File: config.mk
export PLATFORM = sky130hd
export DESIGN_NAME = dpfc_flash_ctrl
export DESIGN_NICKNAME = d
export VERILOG_FILES = /design/src/verilog/dpfc_pkg.sv /design/src/verilog/dpfc_flash_ctrl.sv
export VERILOG_INCLUDE_DIRS = /design/src /design/src/verilog
export SDC_FILE = /design/constraint.sdc
export NUM_CORES = 2
export LEC_CHECK = 0
export BUFFER_PORTS_ARGS = -buffer_cell sky130_fd_sc_hd__buf_2
export CELL_PAD_IN_SITES_DETAIL_PLACEMENT = 1
export CELL_PAD_IN_SITES_GLOBAL_PLACEMENT = 2
export CORE_MARGIN = 2
export CORE_UTILIZATION = 42
export DETAILED_ROUTE_END_ITERATION = 6
export HOLD_SLACK_MARGIN = 0.08
export PLACE_DENSITY_LB_ADDON = 0.1
export SLEW_MARGIN = 20
export SYNTH_ARGS = -nofsm -noshare
export SYNTH_HDL_FRONTEND = slang
export SYNTH_SLANG_ARGS = --single-unit
File: constraint.sdc
create_clock -name clk_sys -period 23.2 [get_ports clk_sys]
set_input_delay 4.64 -clock clk_sys [delete_from_list [all_inputs] [get_ports clk_sys]]
set_output_delay 4.64 -clock clk_sys [all_outputs]
set_load 0.005 [all_outputs]
File: src/verilog/dpfc_defines.svh
// constants for the dual partition flash control front end
// Contract
// - bottom parts: lowest eight blocks are 4K-word, uniform blocks start at 008000H
// - blocks 39..70 sit contiguously from 100000H to 1FFFFFH, 8000H words each
// - one-time-programmable programming accepted only at word addresses 80H..88H
// - smaller density variant ignores the top address bit for OTP decoding
// - valid command starts erase, chip erase, program or OTP program autonomously
// - after reset the device reads asynchronously with 8-word page access
// - after reset planes 0-2 (top) or planes 1-3 (bottom) form one partition
// - after reset every block is locked and none is locked down
// - lock, read config and partition config commands work with low program supply
// - content changes start only by command and report through status
// - command address and data latch when chip enable or write strobe rises
// - state machine repeats pulses, verifies and margins without host help
// - last read-type command picks each partition's output source; the code also switches it to status on every other command except clear-status
// - array reads from other partitions proceed while one partition is busy
// - during suspend, other blocks may be read and programmed
// - each partition keeps its own 8-bit status register
// - ready bit reflects only its own partition, not the whole machine
// - status reports success or the cause of failure of the last operation
// - error bits set only by hardware, cleared by clear-status or reset
// - each block has its own lock and lock-down bit guarding its contents
// - while reset pin is low every write function is rejected
// - erase, chip erase, program, OTP program and lock need two command cycles
// - reset pin low tristates outputs and forces status to 80H
// - read-array command FFH returns the addressed partition to array read
`ifndef DPFC_DEFINES_SVH
`define DPFC_DEFINES_SVH
// command codes
`define CMD_READ_ARRAY   8'hFF
`define CMD_READ_STATUS  8'h70
`define CMD_READ_ID      8'h90
`define CMD_READ_QUERY   8'h98
`define CMD_CLR_STATUS   8'h50
`define CMD_ERASE_SETUP  8'h20
`define CMD_CHIP_SETUP   8'h30
`define CMD_PROG_SETUP   8'h40
`define CMD_OTP_SETUP    8'hC0
`define CMD_LOCK_SETUP   8'h60
`define CMD_SUSPEND      8'hB0
`define CMD_CONFIRM      8'hD0
`define CMD_LOCK_SET     8'h01
`define CMD_LOCK_DOWN    8'h2F
`define CMD_SET_RCR      8'h03
`define CMD_SET_PCR      8'h04
// status bit positions and values
`define SR_READY   7
`define SR_ESUSP   6
`define SR_EERR    5
`define SR_PERR    4
`define SR_VPPLOW  3
`define SR_PSUSP   2
`define SR_LOCKED  1
`define SR_RESET   8'h80
`define SR_KEEP    8'hC5
// address map
`define UNIFORM_BASE 22'h00_8000
`define PARAM_BLOCKS 8'h07
`define NUM_BLOCKS   135
`define OTP_LO       22'h00_0080
`define OTP_HI       22'h00_0088
// partition start masks, bit i set when a partition starts at plane i
`define PCR_BOTTOM 4'h3
`define PCR_TOP    4'h9
// read configuration reset: bit 15 asynchronous page mode, 8-word page
`define RCR_RESET  16'h8000
// identifier offsets and arbitrary codes
`define ID_OFS_MAKER 8'h00
`define ID_OFS_DEV   8'h01
`define ID_OFS_LOCK  8'h02
`define ID_OFS_RCR   8'h05
`define ID_OFS_PCR   8'h06
`define ID_MAKER     16'h00_A5
`define ID_DEVICE    16'h00_5A
// write state machine pulse limit
`define PULSE_MAX  4'hA
// register bus byte offsets
`define REG_CFG    8'h00
`define REG_SR     8'h04
`define REG_STAT   8'h08
`define REG_RCR    8'h0C
`endif

File: src/verilog/dpfc_pkg.sv
// types for the dual partition flash control front end
`default_nettype none
package dpfc_pkg;
  typedef enum logic [1:0] {RM_ARRAY, RM_STATUS, RM_ID, RM_QUERY} dpfc_rmode_t;
  typedef enum logic [2:0] {OP_ERASE, OP_CHIP, OP_PROG, OP_OTP} dpfc_kind_t;
  typedef enum logic [1:0] {S_IDLE = 2'b00, S_PULSE = 2'b01, S_VERIFY = 2'b11, S_DONE = 2'b10} dpfc_wsm_t;
  typedef enum logic [2:0] {P_NONE, P_ERASE, P_CHIP, P_PROG, P_OTP, P_LOCK} dpfc_pend_t;
  // host side strobes and address, sampled on clk_sys
  typedef struct packed {
    logic        ce_n;
    logic        oe_n;
    logic        we_n;
    logic [21:0] addr;
    logic [15:0] wdata;
  } dpfc_bus_t;
  // operation handed to the cell array
  typedef struct packed {
    dpfc_kind_t  kind;
    logic [21:0] addr;
    logic [15:0] data;
    logic [7:0]  block;
    logic [1:0]  part;
  } dpfc_op_t;
endpackage : dpfc_pkg
`default_nettype wire
File: src/verilog/dpfc_flash_ctrl.sv
// command interface, write state machine, status and protection of the flash front end
//
// The implementer's own choices: strobed register access and the register offsets.
`timescale 1ns/100ps
`default_nettype none
`include "dpfc_defines.svh"
module dpfc_flash_ctrl import dpfc_pkg::*; (
  // clock and system reset
  input  wire logic        clk_sys,
  input  wire logic        rst_n,
  // host pins
  input  wire dpfc_bus_t   host_bus,
  input  wire logic        dev_rst_n,
  input  wire logic        vpp_ok,
  input  wire logic        top_param_strap,
  output logic      [15:0] dq_out,
  output logic             dq_oe_n,
  // cell array
  output dpfc_op_t         cell_op,
  output logic             cell_pulse,
  output logic             cell_margin,
  input  wire logic        verify_valid,
  input  wire logic        verify_pass,
  input  wire logic [15:0] cell_rdata,
  output logic      [21:0] cell_raddr,
  output dpfc_rmode_t      cell_space,
  // register port
  input  wire logic [7:0]  reg_addr,
  input  wire logic [31:0] reg_wdata,
  input  wire logic        reg_wr,
  input  wire logic        reg_rd,
  output logic      [31:0] reg_rdata
);
  logic [1:0]        rst_sync_q;
  logic              srst_n;
  logic              strap_done_q;
  logic              top_q;
  logic              small_q;
  logic              wr_act;
  logic              wr_act_q;
  logic [21:0]       lat_addr_q;
  logic [15:0]       lat_data_q;
  logic              cmd_stb;
  logic [7:0]        cmd;
  logic [1:0]        cp;
  logic [7:0]        cblk;
  dpfc_pend_t        pend_q;
  dpfc_wsm_t         st_q;
  dpfc_op_t          op_q;
  dpfc_op_t          sv_q;
  logic              sv_valid_q;
  logic [3:0]        cnt_q;
  logic              pulse_q;
  logic [7:0]        sr_q [4];
  dpfc_rmode_t       rmode_q [4];
  logic [`NUM_BLOCKS-1:0] lock_q;
  logic [`NUM_BLOCKS-1:0] lockdn_q;
  logic [3:0]        pmask_q;
  logic [15:0]       rcr_q;
  logic              idle;
  logic              block_ok;
  logic              rd_en;
  logic [1:0]        rd_part;
  dpfc_rmode_t       rd_mode;
  logic [7:0]        rd_blk;
  logic [15:0]       id_word;
  logic [15:0]       rd_word;
  logic [31:0]       reg_word;

  // block number of a word address: eight 4K-word blocks, then 32K-word blocks
  function automatic logic [7:0] blk_of(input logic [21:0] a);
    blk_of = (a < `UNIFORM_BASE) ? {5'h00, a[14:12]} : ({1'b0, a[21:15]} + `PARAM_BLOCKS);
  endfunction : blk_of

  // OTP program window, top address bit dropped on the small part
  function automatic logic otp_ok(input logic [21:0] a, input logic sm);
    logic [21:0] m;
    m = sm ? {1'b0, a[20:0]} : a;
    otp_ok = (m >= `OTP_LO) && (m <= `OTP_HI);
  endfunction : otp_ok

  // partition of a plane: the nearest partition start at or below it
  function automatic logic [1:0] part_of(input logic [1:0] pl, input logic [3:0] m);
    part_of = 2'h0;
    for (int i = 0; i < 4; i++) begin
      if (i <= int'(pl) && m[i]) part_of = 2'(i);
    end
  endfunction : part_of

  // system reset released through two flops
  always_ff @(posedge clk_sys or negedge rst_n) begin
    if (!rst_n) rst_sync_q <= 2'b00;
    else rst_sync_q <= {rst_sync_q[0], 1'b1};
  end
  assign srst_n = rst_sync_q[1];

  // strap caught once after release
  always_ff @(posedge clk_sys or negedge srst_n) begin
    if (!srst_n) begin
      strap_done_q <= 1'b0;
      top_q        <= 1'b0;
    end else if (!strap_done_q) begin
      strap_done_q <= 1'b1;
      top_q        <= top_param_strap;
    end
  end

  // write capture: values of the last low-low cycle latch when either strobe rises
  assign wr_act  = !host_bus.ce_n && !host_bus.we_n && dev_rst_n;
  assign cmd_stb = wr_act_q && !wr_act && dev_rst_n;
  always_ff @(posedge clk_sys or negedge srst_n) begin
    if (!srst_n) begin
      wr_act_q   <= 1'b0;
      lat_addr_q <= 22'h00_0000;
      lat_data_q <= 16'h0000;
    end else begin
      wr_act_q <= wr_act;
      if (wr_act) begin
        lat_addr_q <= host_bus.addr;
        lat_data_q <= host_bus.wdata;
      end
    end
  end

  // command decode shared by the interface
  assign cmd      = lat_data_q[7:0];
  assign cp       = part_of(lat_addr_q[21:20], pmask_q);
  assign cblk     = blk_of(lat_addr_q);
  assign idle     = (st_q == S_IDLE);
  // suspended block may not be touched, erase not nested
  assign block_ok = !sv_valid_q || (cblk != sv_q.block);
  assign cell_op     = op_q;
  assign cell_pulse  = pulse_q;
  assign cell_margin = (st_q == S_VERIFY);

  // command interface, write state machine and status in one place so status has one writer
  always_ff @(posedge clk_sys or negedge srst_n) begin
    if (!srst_n) begin
      pend_q     <= P_NONE;
      st_q       <= S_IDLE;
      op_q       <= '0;
      sv_q       <= '0;
      sv_valid_q <= 1'b0;
      cnt_q      <= 4'h0;
      pulse_q    <= 1'b0;
      sr_q       <= '{default: `SR_RESET};
      rmode_q    <= '{default: RM_ARRAY};
      lock_q     <= '1;
      lockdn_q   <= '0;
      pmask_q    <= `PCR_BOTTOM;
      rcr_q      <= `RCR_RESET;
    end else if (!dev_rst_n) begin
      // reset pin aborts everything and restores the power-up defaults
      pend_q     <= P_NONE;
      st_q       <= S_IDLE;
      sv_valid_q <= 1'b0;
      cnt_q      <= 4'h0;
      pulse_q    <= 1'b0;
      sr_q       <= '{default: `SR_RESET};
      rmode_q    <= '{default: RM_ARRAY};
      rcr_q      <= `RCR_RESET;
      lock_q     <= '1;
      lockdn_q   <= '0;
      pmask_q    <= top_q ? `PCR_TOP : `PCR_BOTTOM;
    end else begin
      pulse_q <= 1'b0;
      // partition map follows the strap from the first cycle, not only after a pin reset
      if (!strap_done_q) pmask_q <= top_param_strap ? `PCR_TOP : `PCR_BOTTOM;
      if (cmd_stb && pend_q != P_NONE) begin
        // second cycle of a two-cycle sequence
        pend_q     <= P_NONE;
        rmode_q[cp] <= RM_STATUS;
        case (pend_q)
          P_LOCK: begin
            if (idle && cmd == `CMD_LOCK_SET) lock_q[cblk] <= 1'b1;
            else if (idle && cmd == `CMD_CONFIRM && !lockdn_q[cblk]) lock_q[cblk] <= 1'b0;
            else if (idle && cmd == `CMD_LOCK_DOWN) begin
              lock_q[cblk]   <= 1'b1;
              lockdn_q[cblk] <= 1'b1;
            end else if (cmd == `CMD_SET_RCR) rcr_q <= lat_addr_q[15:0];
            else if (cmd == `CMD_SET_PCR) pmask_q <= lat_addr_q[3:0] | 4'h1;
          end
          default: begin
            if ((pend_q == P_ERASE || pend_q == P_CHIP) && cmd != `CMD_CONFIRM) begin
              sr_q[cp][`SR_EERR] <= 1'b1;
              sr_q[cp][`SR_PERR] <= 1'b1;
            end else if (!idle || !block_ok || (sv_valid_q && pend_q != P_PROG)) begin
              sr_q[cp][`SR_PERR] <= 1'b1; // busy or suspended target refused
            end else if (!vpp_ok) begin
              sr_q[cp][`SR_VPPLOW] <= 1'b1;
              sr_q[cp][(pend_q == P_ERASE || pend_q == P_CHIP) ? `SR_EERR : `SR_PERR] <= 1'b1;
            end else if (pend_q == P_OTP && !otp_ok(lat_addr_q, small_q)) begin
              sr_q[cp][`SR_PERR] <= 1'b1;
            end else if ((pend_q == P_CHIP) ? (|lock_q) : (pend_q != P_OTP && lock_q[cblk])) begin
              sr_q[cp][`SR_LOCKED] <= 1'b1;
              sr_q[cp][(pend_q == P_PROG) ? `SR_PERR : `SR_EERR] <= 1'b1;
            end else begin
              op_q.kind  <= (pend_q == P_ERASE) ? OP_ERASE : (pend_q == P_CHIP) ? OP_CHIP :
                            (pend_q == P_OTP) ? OP_OTP : OP_PROG;
              op_q.addr  <= lat_addr_q;
              op_q.data  <= lat_data_q;
              op_q.block <= cblk;
              op_q.part  <= cp;
              cnt_q      <= 4'h0;
              st_q       <= S_PULSE;
              sr_q[cp][`SR_READY] <= 1'b0;
            end
          end
        endcase
      end else if (cmd_stb) begin
        // first cycle: read modes, setups and single-cycle commands
        case (cmd)
          `CMD_READ_ARRAY:  rmode_q[cp] <= RM_ARRAY;
          `CMD_READ_STATUS: rmode_q[cp] <= RM_STATUS;
          `CMD_READ_ID:     rmode_q[cp] <= RM_ID;
          `CMD_READ_QUERY:  rmode_q[cp] <= RM_QUERY;
          `CMD_CLR_STATUS:  sr_q[cp] <= sr_q[cp] & `SR_KEEP;
          `CMD_ERASE_SETUP: pend_q <= P_ERASE;
          `CMD_CHIP_SETUP:  pend_q <= P_CHIP;
          `CMD_PROG_SETUP:  pend_q <= P_PROG;
          `CMD_OTP_SETUP:   pend_q <= P_OTP;
          `CMD_LOCK_SETUP:  pend_q <= P_LOCK;
          `CMD_SUSPEND:     if (!idle && !sv_valid_q) pend_q <= P_NONE;
          `CMD_CONFIRM: begin
            // resume the suspended operation
            if (idle && sv_valid_q) begin
              op_q       <= sv_q;
              sv_valid_q <= 1'b0;
              st_q       <= S_PULSE;
              sr_q[sv_q.part][`SR_READY] <= 1'b0;
              sr_q[sv_q.part][`SR_ESUSP] <= 1'b0;
              sr_q[sv_q.part][`SR_PSUSP] <= 1'b0;
            end
          end
          default: pend_q <= P_NONE;
        endcase
        if (cmd != `CMD_READ_ARRAY && cmd != `CMD_READ_ID && cmd != `CMD_READ_QUERY && cmd != `CMD_CLR_STATUS)
          rmode_q[cp] <= RM_STATUS;
      end
      // write state machine: pulse, margin verify, retry up to the limit
      case (st_q)
        S_IDLE: ;
        S_PULSE: begin
          pulse_q <= 1'b1;
          st_q    <= S_VERIFY;
        end
        S_VERIFY: begin
          if (verify_valid && verify_pass) st_q <= S_DONE;
          else if (verify_valid && cmd_stb && pend_q == P_NONE && cmd == `CMD_SUSPEND && !sv_valid_q) begin
            // suspend only at a verify boundary so the cells never see a cut pulse
            sv_q       <= op_q;
            sv_valid_q <= 1'b1;
            st_q       <= S_IDLE;
            sr_q[op_q.part][`SR_READY] <= 1'b1;
            sr_q[op_q.part][(op_q.kind == OP_ERASE) ? `SR_ESUSP : `SR_PSUSP] <= 1'b1;
          end else if (verify_valid && cnt_q == `PULSE_MAX - 4'h1) begin
            sr_q[op_q.part][(op_q.kind == OP_ERASE || op_q.kind == OP_CHIP) ? `SR_EERR : `SR_PERR] <= 1'b1;
            st_q <= S_DONE;
          end else if (verify_valid) begin
            cnt_q <= cnt_q + 4'h1;
            st_q  <= S_PULSE;
          end
        end
        S_DONE: begin
          sr_q[op_q.part][`SR_READY] <= 1'b1;
          st_q <= S_IDLE;
        end
        default: st_q <= S_IDLE;
      endcase
    end
  end

  // read selection per partition; array reads go on in any other partition
  assign rd_en      = !host_bus.ce_n && !host_bus.oe_n && host_bus.we_n && dev_rst_n;
  assign rd_part    = part_of(host_bus.addr[21:20], pmask_q);
  assign rd_mode    = rmode_q[rd_part];
  assign rd_blk     = blk_of(host_bus.addr);
  assign cell_raddr = host_bus.addr;
  assign cell_space = rd_mode;
  assign id_word    = (host_bus.addr >= `OTP_LO) ? cell_rdata :
                      (host_bus.addr[7:0] == `ID_OFS_MAKER) ? `ID_MAKER :
                      (host_bus.addr[7:0] == `ID_OFS_DEV) ? `ID_DEVICE :
                      (host_bus.addr[7:0] == `ID_OFS_LOCK) ? {14'h0000, lockdn_q[rd_blk], lock_q[rd_blk]} :
                      (host_bus.addr[7:0] == `ID_OFS_RCR) ? rcr_q :
                      (host_bus.addr[7:0] == `ID_OFS_PCR) ? {12'h000, pmask_q} : 16'h0000;
  assign rd_word    = (rd_mode == RM_STATUS) ? {8'h00, sr_q[rd_part]} :
                      (rd_mode == RM_ID) ? id_word : cell_rdata;
  always_ff @(posedge clk_sys or negedge srst_n) begin
    if (!srst_n) begin
      dq_out  <= 16'h0000;
      dq_oe_n <= 1'b1;
    end else begin
      dq_out  <= rd_word;
      dq_oe_n <= !rd_en;
    end
  end

  // register port: config, status bytes, machine state, read config
  assign reg_word = (reg_addr == `REG_CFG) ? {31'h0000_0000, small_q} :
                    (reg_addr == `REG_SR) ? {sr_q[3], sr_q[2], sr_q[1], sr_q[0]} :
                    (reg_addr == `REG_STAT) ? {23'h00_0000, top_q, pmask_q, 1'b0, sv_valid_q, st_q} :
                    (reg_addr == `REG_RCR) ? {16'h0000, rcr_q} : 32'h0000_0000;
  always_ff @(posedge clk_sys or negedge srst_n) begin
    if (!srst_n) begin
      small_q   <= 1'b0;
      reg_rdata <= 32'h0000_0000;
    end else begin
      if (reg_wr && reg_addr == `REG_CFG) small_q <= reg_wdata[0];
      reg_rdata <= reg_rd ? reg_word : 32'h0000_0000;
    end
  end
endmodule : dpfc_flash_ctrl
`default_nettype wire

==> Word level (Yosys, flattened, before mapping) <==
Index checks and enable logic that the tools add are counted.
{ "totals": {"register_bits": 536, "elab_cells": 438, "out_inout_bits": 126} }
{ "op_classes": {"eq_ne": 60, "n_reduce_logical": 75, "n_lt_le_gt_ge": 29, "addsub": 3, "n_mux": 196, "n_bitwise": 38} }
{ "op_table": {"columns": ["op", "count"], "rows": [
  ["$mux 135", 12],
  ["$mux 32", 17],
  ["$mux 51", 10],
  ["$or 32x32->32", 10],
  ["$or 135x135->135", 2],
  ["$mux 16", 16],
  ["$demux 8 s2", 14],
  ["$mux 8", 21],
  ["$and 135x135->135", 1],
  ["$not 135->135", 1],
  ["$reduce_or 135->1", 1],
  ["$and 32x32->32", 4],
  ["$not 32->32", 4],
  ["$pmux 32 s2", 2],
  ["$mux 4", 26],
  ["$mux 2", 25],
  ["$eq 8x8->1 const B", 6],
  ["$ge 22x8->1 const B", 2],
  ["$lt 22x16->1 const B", 2],
  ["$logic_and 1x1->1", 43],
  ["$bmux 1 s8", 4],
  ["$bmux 8 s2", 2],
  ["$bwmux 32", 1],
  ["$eq 8x3->1 const B", 4],
  ["other kinds (66)", 171]
]} }

==> Longest topological paths before layout <==
{ "logic_depth": {"ltp_word": 26, "ltp_mapped": 19, "depth_no_buf": 13} }

==> Worst setup path before layout <==
No wires, ideal clock.
{ "synth_path": {"path_kind": "input-to-output", "start": "input port host_bus[37] in the netlist's numbering", "end": "output port cell_space[1]", "arrival_ns": 5.869, "path_buffers": 1, "setup_slack_ns": 12.691, "path_stages": 7, "t_required_ns": 18.560, "path_cell_list": "mux2i_1 -> o22a_1 -> buf_1 -> mux2i_1 -> nand2_1 -> o221ai_1 -> inv_1"} }
{ "synth_between": {"elab_chain_len": 9} }
{ "synth_lines": {"columns": ["item", "line_no", "rtl"], "rows": [
  ["start: declaration", "dpfc_flash_ctrl.sv:12", "input wire dpfc_bus_t host_bus,"],
  ["$le 1x2->1", "dpfc_flash_ctrl.sv:86", "if (i <= int'(pl) && m[i]) part_of = 2'(i);"],
  ["$logic_and 1x1->1", "dpfc_flash_ctrl.sv:86", null],
  ["$mux 1", "dpfc_flash_ctrl.sv:86", null],
  ["$mux 2", "dpfc_flash_ctrl.sv:86", null],
  ["$mux 2 *", "dpfc_flash_ctrl.sv:86", null],
  ["$not 2->3 (implied by the code) *", "dpfc_flash_ctrl.sv:276", "assign rd_mode = rmode_q[rd_part];"],
  ["$bmux 2 s2 *", "dpfc_flash_ctrl.sv:276", null],
  ["$mux 2 (implied by the code) * (2 in series)", "dpfc_flash_ctrl.sv:276", null],
  ["end: declaration", "dpfc_flash_ctrl.sv:26", "output dpfc_rmode_t cell_space,"]
]} }
Every way passes the cells marked *; elsewhere a longest branch is shown, timed or not. The select of a mux whose other input is x is not followed.

==> Worst setup path after layout <==
{ "layout_path": {"start": "input port host_bus[37] in the netlist's numbering", "end": "output port cell_space[0]"} }
Same word-level chain as after synthesis.

==> summary.md <==
| Metric | Value |
|---|---|
| Status | `complete, no violations` |
| Area grow syn2layout | `14.0%` |
| Finish-stage setup viols | `0` |
| CP max stage cell | `o22a_1` |
| # rows | `97` |
| Num CTS Buffers | `66` |
| Synth Instances | `3,053` |
| Largest net degree at the start of global routing | `165` |
| HPWL Detailed | `81.1 mm` |
| Post-DP Area | `31,500 sq um` |
| Setup TNS | `0 ps` |
| Diode count | `0` |
| Die width | `270 um` |
| Hold_buf cts | `0` |
| Initial antenna violation count | `3` |
| CTS tree | `done` |
| Clock latency on the worst-skew pair | `630 ps` |
| Core Box Area | `70,100 sq um` |
| Worst slew pin tran | `1240 ps` |
| Wire length per cell | `30.4 um` |
| Met3 WL | `7.79 mm` |
| DR DRC count | `0` |
| Yosys top cell area share | `33.0%` |
| Setup WS pre-CTS | `11,740 ps` |
| GP Congestion | `0.925` |
| GR Overflow Total | `0` |
| RSZ-0062 raised after global routing | `no` |
| IO Count | `232` |
| Post-synth ARST share | `100%` |
| Max VDD drop | `55.9 uV` |
| H-tree depth | `3` |
| Rel. slew slack | `17.4%` |
| CP arrival | `6840 ps` |
| Chip height | `270 um` |
| Minimum clock period | `11,480 ps` |
| Total global-route track usage | `33.7%` |
| Startpoint Class | `input port` |
| Worst path max stage delay | `640 ps` |
| WL met1 | `49.1 mm` |
| Sequential share of the synthesized area | `45.6%` |
| Largest area contributor in the netlist | `dfrtp_1` |
| Peak Freq | `87.1 MHz` |
| Clock tree buffer depth | `3` |
| Final Hold Viols | `0` |
| DR iter-0 viols | `2,432` |
| Power density cells | `80.6 nW/um^2` |
| Crit path cell chain | `buf_2 > mux2i_1 > o22a_1 > or2_2 > o22ai_1 > a21oi_1 > buf_2` |
| Standby leakage power | `0.0147 uW` |
| Setup CP Type | `input port to output pin` |
| Input/output buffers | `200` |
| Layout cell share with drive strength beyond 1 | `24.7%` |
| Cells after DPL | `3,960` |
| Post-Route WL | `124 mm` |
| Worst min path class | `flip-flop to async pin` |
| Area contributors post-synth | `dfrtp_1 (33%), dfstp_2 (13%), mux4_2 (6.6%), nor2_1 (3.7%), mux2_2 (3.6%)` |
| Router iterations before antenna repair | `6` |
| Worst Path Max Fanout | `15` |
| Met2 wire length | `60.1 mm` |
| Post-route ant nets | `0` |
| Max layer used | `met5` |
| Distinct cells, synth | `89` |
| Period utilization | `49.5%` |
| Worst EP required | `18,560 ps` |
| Via density | `6.65` |
| Max_cap viols | `0` |
| Clk_skew | `20.2 ps` |
| Vias in the first global route | `28,300` |
| CTS resizes | `0` |
| Starting Density | `42.5%` |
| Cell Area, Synth | `29,800 sq um` |
| Vias | `27,200` |
| Clock Sinks | `536` |
| Finished layout cell area | `34,000 sq um` |
| DIE AREA | `73,100 sq um` |
| Max-slew violations | `0` |
| Fillers | `7,814` |
| Fin worst setup slack | `11,720 ps` |
| Post-synth EDFFs | `0` |
| Clock-pin slew on the worst setup and hold paths | `60 ps` |
| Register bit count reported by yosys | `536` |
| Yosys Warn Count | `0` |
| Setup bufs post-CTS | `0` |
| First-pass GRT wire length | `187 mm` |
| Most frequent cell on the critical path | `buf_2` |
| Top FF cell, synth | `dfrtp_1` |
| Fin nets | `3,204` |
| Final non-filler cell total | `4,085` |
| Critical Path End Type | `output pin` |
| CTS root buffer | `clkbuf_16` |
| Syn_area_per_cell | `9.76 sq um` |
## routing by layer
| metal | global-route usage (%) | vias up |
|---|---|---|
| li1 | - | 11500 |
| met1 | 42.7 | 14100 |
| met2 | 55.9 | 1173 |
| met3 | 5.05 | 367 |
| met4 | 17.4 | 6 |
| met5 | 0 | - |
## flip-flops by register name, summed over array words and instances, names as in the netlist, 2 cells and up
register / count
dq_out: 16
cnt_q: 4
lockdn_q: 135
cell_op: 51
pend_q: 3
st_q: 2
lock_q: 135
rmode_q: 8
pmask_q: 4
lat_data_q: 16
rst_sync_q: 2
lat_addr_q: 22
sr_q: 32
rcr_q: 16
sv_q: 51
reg_rdata: 32
## path summary, 6_finish.rpt
check	end	from	cells after the start	slack, ps
worst max-delay path	cell_space[0]	host_bus[37]	7	11720
worst min-delay path	lockdn_q[43]	rst_sync_q[1]	0	290
worst max register to register	sr_q[19]	lat_addr_q[15]	13	16730
worst min register to register	lockdn_q[43]	rst_sync_q[1]	0	290
max in group asynchronous	rst_sync_q[1]	rst_n	1	19310
min in group clk_sys	rst_sync_q[1]	rst_sync_q[0]	0	350
## through the flow
step | hold slack [ps] | total power [uW] | utilization [%]
floorplan | 331 | 1360 | -
finish | 286 | 2740 | 48.4
detailed placement | 301 | 1630 | 44.9
CTS | 307 | 2740 | 48.2
global route | 331 | 2820 | 48.4
global placement | 300 | 1620 | 44.9
## kinds of logic after synthesis
family	Yosys count	share of synthesized area [%]
AO/OA/AOI/OAI	839	19.7
buffers and inverters	444	6.15
other	1	0.0126
flip-flops	536	45.6
XOR/XNOR	19	0.609
multiplexers	243	12.2
AND/OR/NAND/NOR	965	15.5
adder cells (fa/ha/maj)	6	0.252
## synth_stat cells (17+ instances only)
cell type  count
a211oi_1      26
a21oi_1      103
a22oi_1       21
a2bb2oi_1     50
a31oi_1      157
a32oi_1      103
and2_1        29
and3_1        39
buf_2         38
buf_4         24
clkbuf_1     226
dfrtp_1      393
dfstp_2      143
inv_1        136
mux2_2        95
mux2i_1       61
mux4_2        87
nand2_1      204
nand2b_1      23
nand3_1      184
nand4_1       17
nor2_1       294
nor3_1        45
nor4_1        48
o211ai_1      18
o21ai_0       93
o221ai_1      19
o22ai_1      106
or3_1         17
## area by class of cell
cell class | instances | area, sq um | share of cell area (%)
multi-input combinational | 2074 | 14700 | 43.2
sequential | 536 | 13600 | 40.0
clock buffer | 97 | 1960 | 5.78
timing repair buffer | 278 | 1700 | 5.00
tap | 940 | 1180 | 3.46
inverter | 136 | 515 | 1.52
clock inverter | 24 | 344 | 1.01
## layout by cell type, fill, tap and decap left out, types with 12 or more instances in the layout
| master | synthesis | layout |
|---|---|---|
| dfrtp_1 | 393 | 392 |
| nor2_1 | 294 | 280 |
| nand2_1 | 204 | 204 |
| buf_2 | 38 | 199 |
| nand3_1 | 184 | 184 |
| a31oi_1 | 157 | 157 |
| dfstp_2 | 143 | 143 |
| inv_1 | 136 | 135 |
| o22ai_1 | 106 | 106 |
| a32oi_1 | 103 | 103 |
| a21oi_1 | 103 | 102 |
| mux2_2 | 95 | 95 |
| o21ai_0 | 93 | 92 |
| mux4_2 | 87 | 87 |
| buf_4 | 24 | 72 |
| clkbuf_16 | 0 | 69 |
| mux2i_1 | 61 | 60 |
| a2bb2oi_1 | 50 | 50 |
| nor4_1 | 48 | 46 |
| and3_1 | 39 | 39 |
| nor3_1 | 45 | 33 |
| and2_1 | 29 | 28 |
| a211oi_1 | 26 | 24 |
| nand2b_1 | 23 | 23 |
| a22oi_1 | 21 | 21 |
| o221ai_1 | 19 | 19 |
| o211ai_1 | 18 | 18 |
| or3_1 | 17 | 17 |
| nand4_1 | 17 | 17 |
| nor2b_1 | 15 | 15 |
| a221oi_1 | 15 | 15 |
| clkbuf_1 | 226 | 15 |
| xnor2_1 | 15 | 14 |
| clkbuf_8 | 0 | 13 |
| o31ai_1 | 14 | 12 |
| nor3_2 | 1 | 12 |
## power by group
group	switching [uW]	internal (uW)	leakage (uW)
sequential	47.4	968	0.00685
clock	433	668	0.00113
combinational	455	167	0.00672
## critical path: cells and delay by family
family                 cells  cell delay (ps)
AND/OR/NAND/NOR            1              360
multiplexers               1              230
AO/OA/AOI/OAI              3             1070
buffers and inverters      2              520
Power figures use the tool's default switching activity.
